==> config.mk <==
export PLATFORM = sky130hd
export DESIGN_NAME = rff_fifo_status
export DESIGN_NICKNAME = d
export VERILOG_FILES = /design/src/verilog/rff_pkg.sv /design/src/verilog/rff_fifo_status.sv /design/src/verilog/rff_fill_counter.sv /design/src/verilog/rff_tx_length.sv
export VERILOG_INCLUDE_DIRS = /design/src /design/src/verilog
export SDC_FILE = /design/constraint.sdc
export NUM_CORES = 1
export LEC_CHECK = 0
export BUFFER_PORTS_ARGS = -buffer_cell sky130_fd_sc_hd__buf_4
export CELL_PAD_IN_SITES_DETAIL_PLACEMENT = 0
export CELL_PAD_IN_SITES_GLOBAL_PLACEMENT = 1
export CORE_AREA = 2 2 76 78
export CTS_CLUSTER_SIZE = 28
export DETAILED_ROUTE_END_ITERATION = 12
export DIE_AREA = 0 0 78 80
export PLACE_DENSITY_LB_ADDON = 0.3
export SLEW_MARGIN = 20
export SYNTH_ARGS = -nofsm -noshare
export SYNTH_HDL_FRONTEND = slang
export SYNTH_SLANG_ARGS = --single-unit
==> constraint.sdc <==
create_clock -name I_REF_CLK -period 3 [get_ports I_REF_CLK]
set_input_delay 0.45 -clock I_REF_CLK [delete_from_list [all_inputs] [get_ports I_REF_CLK]]
set_output_delay 0.45 -clock I_REF_CLK [all_outputs]
set_load 0.1 [all_outputs]
==> src/verilog/rff_defines.svh <==
`ifndef RFF_DEFINES_SVH
`define RFF_DEFINES_SVH

// register offsets on the register port
`define RFF_ADDR_W           5
`define RFF_OFS_FILL_STATUS  5'h1C
`define RFF_OFS_TX_LEN_HIGH  5'h1D
`define RFF_OFS_TX_LEN_LOW   5'h1E

// fifo_fill_status fields
`define RFF_STS_RESERVED_BIT 7
`define RFF_STS_HIGH_BIT     6
`define RFF_STS_LOW_BIT      5
`define RFF_STS_OVF_BIT      4
`define RFF_STS_UNREAD_MSB   3
`define RFF_STS_UNREAD_LSB   0

// tx_length_low_partial fields
`define RFF_TXL_COUNT_MSB    7
`define RFF_TXL_COUNT_LSB    4
`define RFF_TXL_BITS_MSB     3
`define RFF_TXL_BITS_LSB     1
`define RFF_TXL_PARTIAL_BIT  0

// reset values
`define RFF_TX_LEN_RESET     8'h00
`define RFF_STATUS_RESET     8'h00
`define RFF_RDATA_RESET      8'h00

// fifo depth and fill thresholds in bytes
`define RFF_FIFO_DEPTH       12
`define RFF_LEVEL_HIGH       9
`define RFF_LEVEL_LOW        3

`endif

==> src/verilog/rff_pkg.sv <==
package rff_pkg;

  typedef logic [7:0] rff_byte_t;

  typedef logic [11:0] rff_tx_count_t;

  typedef enum logic [1:0] {
    RFF_DIR_IDLE,
    RFF_DIR_RX,
    RFF_DIR_TX
  } rff_dir_t;

endpackage

==> src/verilog/rff_fifo_status.sv <==
// Contract
// - set high-level flag at nine bytes during receive
// - set low-level flag at three bytes during transmit
// - flag overflow when host overfills the fifo
// - low nibble shows unread bytes minus one
// - status bit 7 always reads zero
// - length high register holds count bits 11..4
// - length low bits 7..4 hold count 3..0
// - partial bit count used only with flag
// - low bit set marks short final byte
// - length registers zero at reset, enable low
// - length registers cleared at frame end
`timescale 1ns/10ps
`include "rff_defines.svh"

module rff_fifo_status
  import rff_pkg::*;
#(
  parameter int DEPTH = `RFF_FIFO_DEPTH,
  parameter int HIGH  = `RFF_LEVEL_HIGH,
  parameter int LOW   = `RFF_LEVEL_LOW
) (
  input  wire logic                   I_REF_CLK,
  input  wire logic                   I_RESETN,
  input  wire logic                   I_ENABLE,
  input  wire logic [`RFF_ADDR_W-1:0] I_REG_ADDR,
  input  wire logic                   I_REG_WR,
  input  wire logic                   I_REG_RD,
  input  wire logic [7:0]             I_REG_WDATA,
  input  wire logic                   I_FIFO_PUSH,
  input  wire logic                   I_FIFO_POP,
  input  wire logic                   I_RX_ACTIVE,
  input  wire logic                   I_TX_ACTIVE,
  input  wire logic                   I_TX_EOF,
  output logic [7:0]                  O_REG_RDATA,
  output logic                        O_FIFO_LEVEL_HIGH,
  output logic                        O_FIFO_LEVEL_LOW,
  output logic                        O_FIFO_OVERFLOW,
  output logic [3:0]                  O_FIFO_UNREAD,
  output logic [11:0]                 O_TX_BYTE_COUNT,
  output logic [2:0]                  O_TX_PARTIAL_BITS,
  output logic                        O_TX_PARTIAL_EN
);

  localparam logic [3:0] HIGH_LVL = 4'(HIGH);
  localparam logic [3:0] LOW_LVL  = 4'(LOW);

  rff_dir_t   dir;
  rff_dir_t   next_dir;
  logic [3:0] fill;
  logic       ovf_event;
  logic       hit_status;
  logic       hit_len_high;
  logic       hit_len_low;
  logic       status_read;
  logic       fifo_clear;
  rff_byte_t  len_high;
  rff_byte_t  len_low;
  rff_byte_t  status_word;
  logic [3:0] next_unread;
  logic [2:0] partial_bits;

  // disabling the block drops the fill bookkeeping together with the length
  assign fifo_clear = !I_ENABLE;

  // address decode
  always_comb begin
    hit_status   = 1'b0;
    hit_len_high = 1'b0;
    hit_len_low  = 1'b0;
    if (I_REG_ADDR == `RFF_OFS_FILL_STATUS) begin
      hit_status = 1'b1;
    end else if (I_REG_ADDR == `RFF_OFS_TX_LEN_HIGH) begin
      hit_len_high = 1'b1;
    end else if (I_REG_ADDR == `RFF_OFS_TX_LEN_LOW) begin
      hit_len_low = 1'b1;
    end
  end

  assign status_read = I_REG_RD && hit_status;

  rff_fill_counter #(
    .DEPTH (DEPTH),
    .CW    (4)
  ) u_fill (
    .i_clk      (I_REF_CLK),
    .i_resetn   (I_RESETN),
    .i_clear    (fifo_clear),
    .i_push     (I_FIFO_PUSH),
    .i_pop      (I_FIFO_POP),
    .o_count    (fill),
    .o_overflow (ovf_event)
  );

  // writes to the status offset have no decode target and fall away
  rff_tx_length u_txlen (
    .i_clk      (I_REF_CLK),
    .i_resetn   (I_RESETN),
    .i_enable   (I_ENABLE),
    .i_tx_eof   (I_TX_EOF),
    .i_wr_high  (I_REG_WR && hit_len_high),
    .i_wr_low   (I_REG_WR && hit_len_low),
    .i_wdata    (I_REG_WDATA),
    .o_len_high (len_high),
    .o_len_low  (len_low)
  );

  // transfer direction; transmit wins when both are claimed
  always_comb begin
    next_dir = RFF_DIR_IDLE;
    case (1'b1)
      I_TX_ACTIVE: next_dir = RFF_DIR_TX;
      I_RX_ACTIVE: next_dir = RFF_DIR_RX;
      default:     next_dir = RFF_DIR_IDLE;
    endcase
  end

  always_ff @(posedge I_REF_CLK or negedge I_RESETN) begin
    if (!I_RESETN) begin
      dir <= RFF_DIR_IDLE;
    end else if (!I_ENABLE) begin
      dir <= RFF_DIR_IDLE;
    end else begin
      dir <= next_dir;
    end
  end

  // level flags follow the count, so they lag a fifo access by two cycles
  always_ff @(posedge I_REF_CLK or negedge I_RESETN) begin
    if (!I_RESETN) begin
      O_FIFO_LEVEL_HIGH <= 1'b0;
    end else begin
      O_FIFO_LEVEL_HIGH <= (dir == RFF_DIR_RX) && (fill >= HIGH_LVL);
    end
  end

  always_ff @(posedge I_REF_CLK or negedge I_RESETN) begin
    if (!I_RESETN) begin
      O_FIFO_LEVEL_LOW <= 1'b0;
    end else begin
      O_FIFO_LEVEL_LOW <= (dir == RFF_DIR_TX) && (fill <= LOW_LVL);
    end
  end

  // sticky until the status is read; a fresh overflow in the read cycle stays set
  always_ff @(posedge I_REF_CLK or negedge I_RESETN) begin
    if (!I_RESETN) begin
      O_FIFO_OVERFLOW <= 1'b0;
    end else if (!I_ENABLE) begin
      O_FIFO_OVERFLOW <= 1'b0;
    end else if (ovf_event) begin
      O_FIFO_OVERFLOW <= 1'b1;
    end else if (status_read) begin
      O_FIFO_OVERFLOW <= 1'b0;
    end
  end

  // an empty fifo reads zero, the same as a single byte
  assign next_unread = (fill == 4'h0) ? 4'h0 : fill - 4'h1;

  always_ff @(posedge I_REF_CLK or negedge I_RESETN) begin
    if (!I_RESETN) begin
      O_FIFO_UNREAD <= 4'h0;
    end else begin
      O_FIFO_UNREAD <= next_unread;
    end
  end

  always_comb begin
    status_word                                               = `RFF_STATUS_RESET;
    status_word[`RFF_STS_RESERVED_BIT]                        = 1'b0;
    status_word[`RFF_STS_HIGH_BIT]                            = O_FIFO_LEVEL_HIGH;
    status_word[`RFF_STS_LOW_BIT]                             = O_FIFO_LEVEL_LOW;
    status_word[`RFF_STS_OVF_BIT]                             = O_FIFO_OVERFLOW;
    status_word[`RFF_STS_UNREAD_MSB:`RFF_STS_UNREAD_LSB]      = O_FIFO_UNREAD;
  end

  // read data lands one cycle after the strobe; unmapped offsets read zero
  always_ff @(posedge I_REF_CLK or negedge I_RESETN) begin
    if (!I_RESETN) begin
      O_REG_RDATA <= `RFF_RDATA_RESET;
    end else if (I_REG_RD) begin
      if (hit_status) begin
        O_REG_RDATA <= status_word;
      end else if (hit_len_high) begin
        O_REG_RDATA <= len_high;
      end else if (hit_len_low) begin
        O_REG_RDATA <= len_low;
      end else begin
        O_REG_RDATA <= `RFF_RDATA_RESET;
      end
    end
  end

  // the partial bit count is hidden unless the short-byte flag is set
  assign partial_bits = len_low[`RFF_TXL_PARTIAL_BIT] ?
                        len_low[`RFF_TXL_BITS_MSB:`RFF_TXL_BITS_LSB] : 3'h0;

  always_ff @(posedge I_REF_CLK or negedge I_RESETN) begin
    if (!I_RESETN) begin
      O_TX_BYTE_COUNT <= 12'h000;
    end else begin
      O_TX_BYTE_COUNT <= {len_high, len_low[`RFF_TXL_COUNT_MSB:`RFF_TXL_COUNT_LSB]};
    end
  end

  always_ff @(posedge I_REF_CLK or negedge I_RESETN) begin
    if (!I_RESETN) begin
      O_TX_PARTIAL_BITS <= 3'h0;
    end else begin
      O_TX_PARTIAL_BITS <= partial_bits;
    end
  end

  always_ff @(posedge I_REF_CLK or negedge I_RESETN) begin
    if (!I_RESETN) begin
      O_TX_PARTIAL_EN <= 1'b0;
    end else begin
      O_TX_PARTIAL_EN <= len_low[`RFF_TXL_PARTIAL_BIT];
    end
  end

endmodule

==> src/verilog/rff_fill_counter.sv <==
`timescale 1ns/10ps
`include "rff_defines.svh"

module rff_fill_counter
  import rff_pkg::*;
#(
  parameter int DEPTH = `RFF_FIFO_DEPTH,
  parameter int CW    = 4
) (
  input  wire logic          i_clk,
  input  wire logic          i_resetn,
  input  wire logic          i_clear,
  input  wire logic          i_push,
  input  wire logic          i_pop,
  output logic [CW-1:0]      o_count,
  output logic               o_overflow
);

  localparam logic [CW-1:0] FULL = CW'(DEPTH);

  logic [CW-1:0] next_count;
  logic          next_overflow;

  // a push without a pop into a full fifo is dropped and reported; a pop on empty is ignored
  always_comb begin
    next_count    = o_count;
    next_overflow = 1'b0;
    if (i_push && !i_pop) begin
      if (o_count == FULL) begin
        next_overflow = 1'b1;
      end else begin
        next_count = o_count + 1'b1;
      end
    end else if (i_pop && !i_push) begin
      if (o_count != '0) begin
        next_count = o_count - 1'b1;
      end
    end else if (i_pop && i_push && o_count == '0) begin
      next_count = o_count + 1'b1;
    end
  end

  always_ff @(posedge i_clk or negedge i_resetn) begin
    if (!i_resetn) begin
      o_count <= '0;
    end else if (i_clear) begin
      o_count <= '0;
    end else begin
      o_count <= next_count;
    end
  end

  always_ff @(posedge i_clk or negedge i_resetn) begin
    if (!i_resetn) begin
      o_overflow <= 1'b0;
    end else begin
      o_overflow <= next_overflow && !i_clear;
    end
  end

endmodule

==> src/verilog/rff_tx_length.sv <==
`timescale 1ns/10ps
`include "rff_defines.svh"

module rff_tx_length
  import rff_pkg::*;
(
  input  wire logic       i_clk,
  input  wire logic       i_resetn,
  input  wire logic       i_enable,
  input  wire logic       i_tx_eof,
  input  wire logic       i_wr_high,
  input  wire logic       i_wr_low,
  input  wire logic [7:0] i_wdata,
  output rff_byte_t       o_len_high,
  output rff_byte_t       o_len_low
);

  // end of frame wins over a write in the same cycle so a stale length never survives
  always_ff @(posedge i_clk or negedge i_resetn) begin
    if (!i_resetn) begin
      o_len_high <= `RFF_TX_LEN_RESET;
    end else if (!i_enable || i_tx_eof) begin
      o_len_high <= `RFF_TX_LEN_RESET;
    end else if (i_wr_high) begin
      o_len_high <= i_wdata;
    end
  end

  always_ff @(posedge i_clk or negedge i_resetn) begin
    if (!i_resetn) begin
      o_len_low <= `RFF_TX_LEN_RESET;
    end else if (!i_enable || i_tx_eof) begin
      o_len_low <= `RFF_TX_LEN_RESET;
    end else if (i_wr_low) begin
      o_len_low <= i_wdata;
    end
  end

endmodule

==> flow_summary.json <==
{
  "worstPathArrival_ps": 1970,
  "synth_fa_ha_area_share_pct": 3.72,
  "wl_met2_um": 2250,
  "root_buffer": "clkbuf_8",
  "overflow": 0,
  "maxSlewViolCount": 0,
  "initial_core_util_pct": 43.6,
  "drive_gt1_share_pct": 27.7,
  "place_congestion": 0.803,
  "switching_share_pct": 34.1,
  "status": "finished clean",
  "synthXorXnorAreaFrac_pct": 0.372,
  "dp_hpwl_um": 3510,
  "nets": 285,
  "wl_um": 4810,
  "power_w": 0.00162,
  "synthMuxAreaShare_pct": 8.12,
  "dieArea_um2": 6240,
  "synth_cell_types": 37,
  "seq_area_frac_synth_pct": 57.3,
  "clockBufferDepth": 2,
  "switchingPower_w": 0.000552,
  "hold_viol": 0,
  "dp.cells": 320,
  "core.rowCount": 27,
  "synth_flop_cell": "dfrtp_1",
  "netlist_area_um2": 2360,
  "routed_via_density": 5.08,
  "synthToLayoutAreaGrowth_pct": 22.7,
  "diodes": 0,
  "cp.required_ps": 3210,
  "coreArea_um2": 5410,
  "tns_ps": 0,
  "period_share_pct": 58.5,
  "utilization_pct": 53.5,
  "first_pass_iters": 4,
  "grt_pass1_vias": 1612,
  "synth.yosys.warnings": 0,
  "tritoncts": "yes",
  "drtIter0Drc": 122,
  "io_buffers": 53,
  "power_frac_clock_pct": 26.1,
  "drt-met1-wl_um": 2160,
  "ys_seq_elements": 54,
  "yosys.area_share.simple_pct": 17.3,
  "insertion_delay_ps": 300,
  "drt.antenna.violating_nets": 0,
  "start_kind": "register",
  "seq_power_share_pct": 49.1,
  "final_cells": 328,
  "io_pins": 54,
  "die_x_um": 78,
  "via_count": 1667,
  "skew_ps": 6.86,
  "fmaxAchievable_mhz": 570,
  "end_kind": "register",
  "die_h_um": 80,
  "relSlewSlack_pct": 54.1,
  "cap_violations": 0,
  "grt_pass1_wl_um": 7990,
  "ctsResizeCount": 0,
  "wl_met3_um": 363,
  "syn_nets": 232,
  "fin_crit_ps": 1750,
  "p_leak_nw": 1.41,
  "finalSetupViolCount": 0,
  "syn_avg_cell_area_um2": 11.7,
  "clock_sinks": 54,
  "vdd_drop_max_mv": 0.392,
  "clk_pin_slew_ps": 100,
  "post-cts-setup-buffers": 0,
  "power_density_nw_per_um2": 559,
  "synth-compound-area-share_pct": 9.29,
  "h-tree-depth": 2,
  "p_comb_share_pct": 24.8,
  "hold_ws_ps": 175,
  "synth_edf_count": 0,
  "tightest_slew_ps": 687,
  "antenna_found_initial": 0,
  "p_int_w": 0.00106,
  "cts_made_buffers": 5,
  "drc": 0,
  "syn_inst": 202,
  "cts_hold_buf": 0,
  "dr.max_layer_used": "met4",
  "worstSetupPathType": "register to register",
  "hp-class": "input port to asynchronous set/reset pin",
  "cp_max_fo": 9,
  "synthArstFlopShare_pct": 100,
  "grt_max_degree": 55,
  "synth_top_family_by_area": "simple AND/OR/NAND/NOR gates",
  "grtUsageTotal_pct": 16.5,
  "wire_per_inst_um": 14.7,
  "grt_setup_unrepaired": "false"
}
cells by family after synthesis:
logic type      count (synthesis)
simple gates                   71
buf+inv                        17
flops                          54
fa+ha+maj                       7
mux                            19
compound gates                 33
xor+xnor                        1
Yosys cell counts, types with 2 or more instances:
library cell	instances	share of area, %
mux2i_1	18	7.6
o31ai_1	7	2.2
and2b_1	2	0.64
nand4_1	4	1.1
dfrtp_1	54	57
nor3b_1	4	1.3
ha_1	7	3.7
buf_4	3	0.96
nor2_1	30	4.8
inv_1	8	1.3
nand2b_1	3	0.80
nor2b_1	8	2.1
buf_2	2	0.42
o21ai_0	3	0.64
buf_6	2	0.96
nor3_1	2	0.42
and2_1	4	1.1
a21oi_1	17	3.6
nand2_1	6	0.96
power groups by stage:
| stage | clock, W | sequential, W | combinational (W) |
|---|---|---|---|
| 6_report | 0.000422 | 0.000794 | 0.000400 |
| 3_5_place_dp | 0 | 0.000807 | 0.000401 |
| 4_1_cts | 0.000439 | 0.000793 | 0.000402 |
| 3_3_place_gp | 0 | 0.000808 | 0.000399 |
| 5_1_grt | 0.000467 | 0.000798 | 0.000425 |
| 2_1_floorplan | 0 | 0.000960 | 0.000145 |
worst max-delay path, cell delays in order, from the launching register on:
cell      delay [ps]
dfrtp_1          450
inv_1             90
ha_1             320
nor3b_4          210
a22oi_4          260
a21oi_2           80
a311oi_1         240
routing by layer:
metal | global-route usage [%] | up-vias
met5 | 0 | -
met4 | 4.74 | 0
met3 | 4.41 | 4
met2 | 25.5 | 57
met1 | 23.1 | 809
li1 | - | 797
flip-flops by register name, summed over array words and instances, names as in the netlist, 2 cells and up:
signal,cells
u_txlen.o_len_low,8
O_TX_BYTE_COUNT,12
u_txlen.o_len_high,8
u_fill.o_count,4
O_FIFO_UNREAD,4
O_TX_PARTIAL_BITS,3
dir,2
O_REG_RDATA,8
final timing paths:
check                                 startpoint                  end  slack [ps]  cells after the start
hold / removal                          I_RESETN     O_FIFO_UNREAD[2]         170                      1
min in group I_REF_CLK               I_TX_ACTIVE               dir[0]         280                      2
setup reg to reg               u_fill.o_count[0]    u_fill.o_count[1]        1250                      6
max in group asynchronous               I_RESETN    u_fill.o_count[0]        2380                      1
hold reg to reg            u_txlen.o_len_high[6]  O_TX_BYTE_COUNT[10]         420                      0
setup / recovery               u_fill.o_count[0]    u_fill.o_count[1]        1250                      6
metrics by stage:
| stage | instance area (um2) | setup WS [ps] |
|---|---|---|
| after floorplan | 2360 | 1420 |
| after global placement | 2800 | 1190 |
| after detailed placement | 2800 | 1140 |
| after CTS | 2890 | 1250 |
| after global routing | 2890 | 1100 |
| final | 2890 | 1250 |
cell usage in the layout (no fill, tap or decap), types with 2 or more instances in the layout:
cell type	instances
a21oi_1	17
and2_1	4
and2b_1	2
buf_4	55
clkbuf_8	6
dfrtp_1	54
ha_1	7
inv_1	8
mux2i_1	18
nand2_1	6
nand2b_1	3
nand4_1	4
nor2_1	30
nor2b_1	8
nor3_1	2
nor3b_1	4
o21ai_0	3
o31ai_1	7
area by class of cell:
class	instances	area, um2
timing repair buffer	55	413
clock inverter	1	8.76
fill	503	2510
clock buffer	7	86.3
multi-input combinational	131	913
inverter	8	30.0
tap	72	90.1
sequential	54	1350
(Power assumes the default switching activity.)
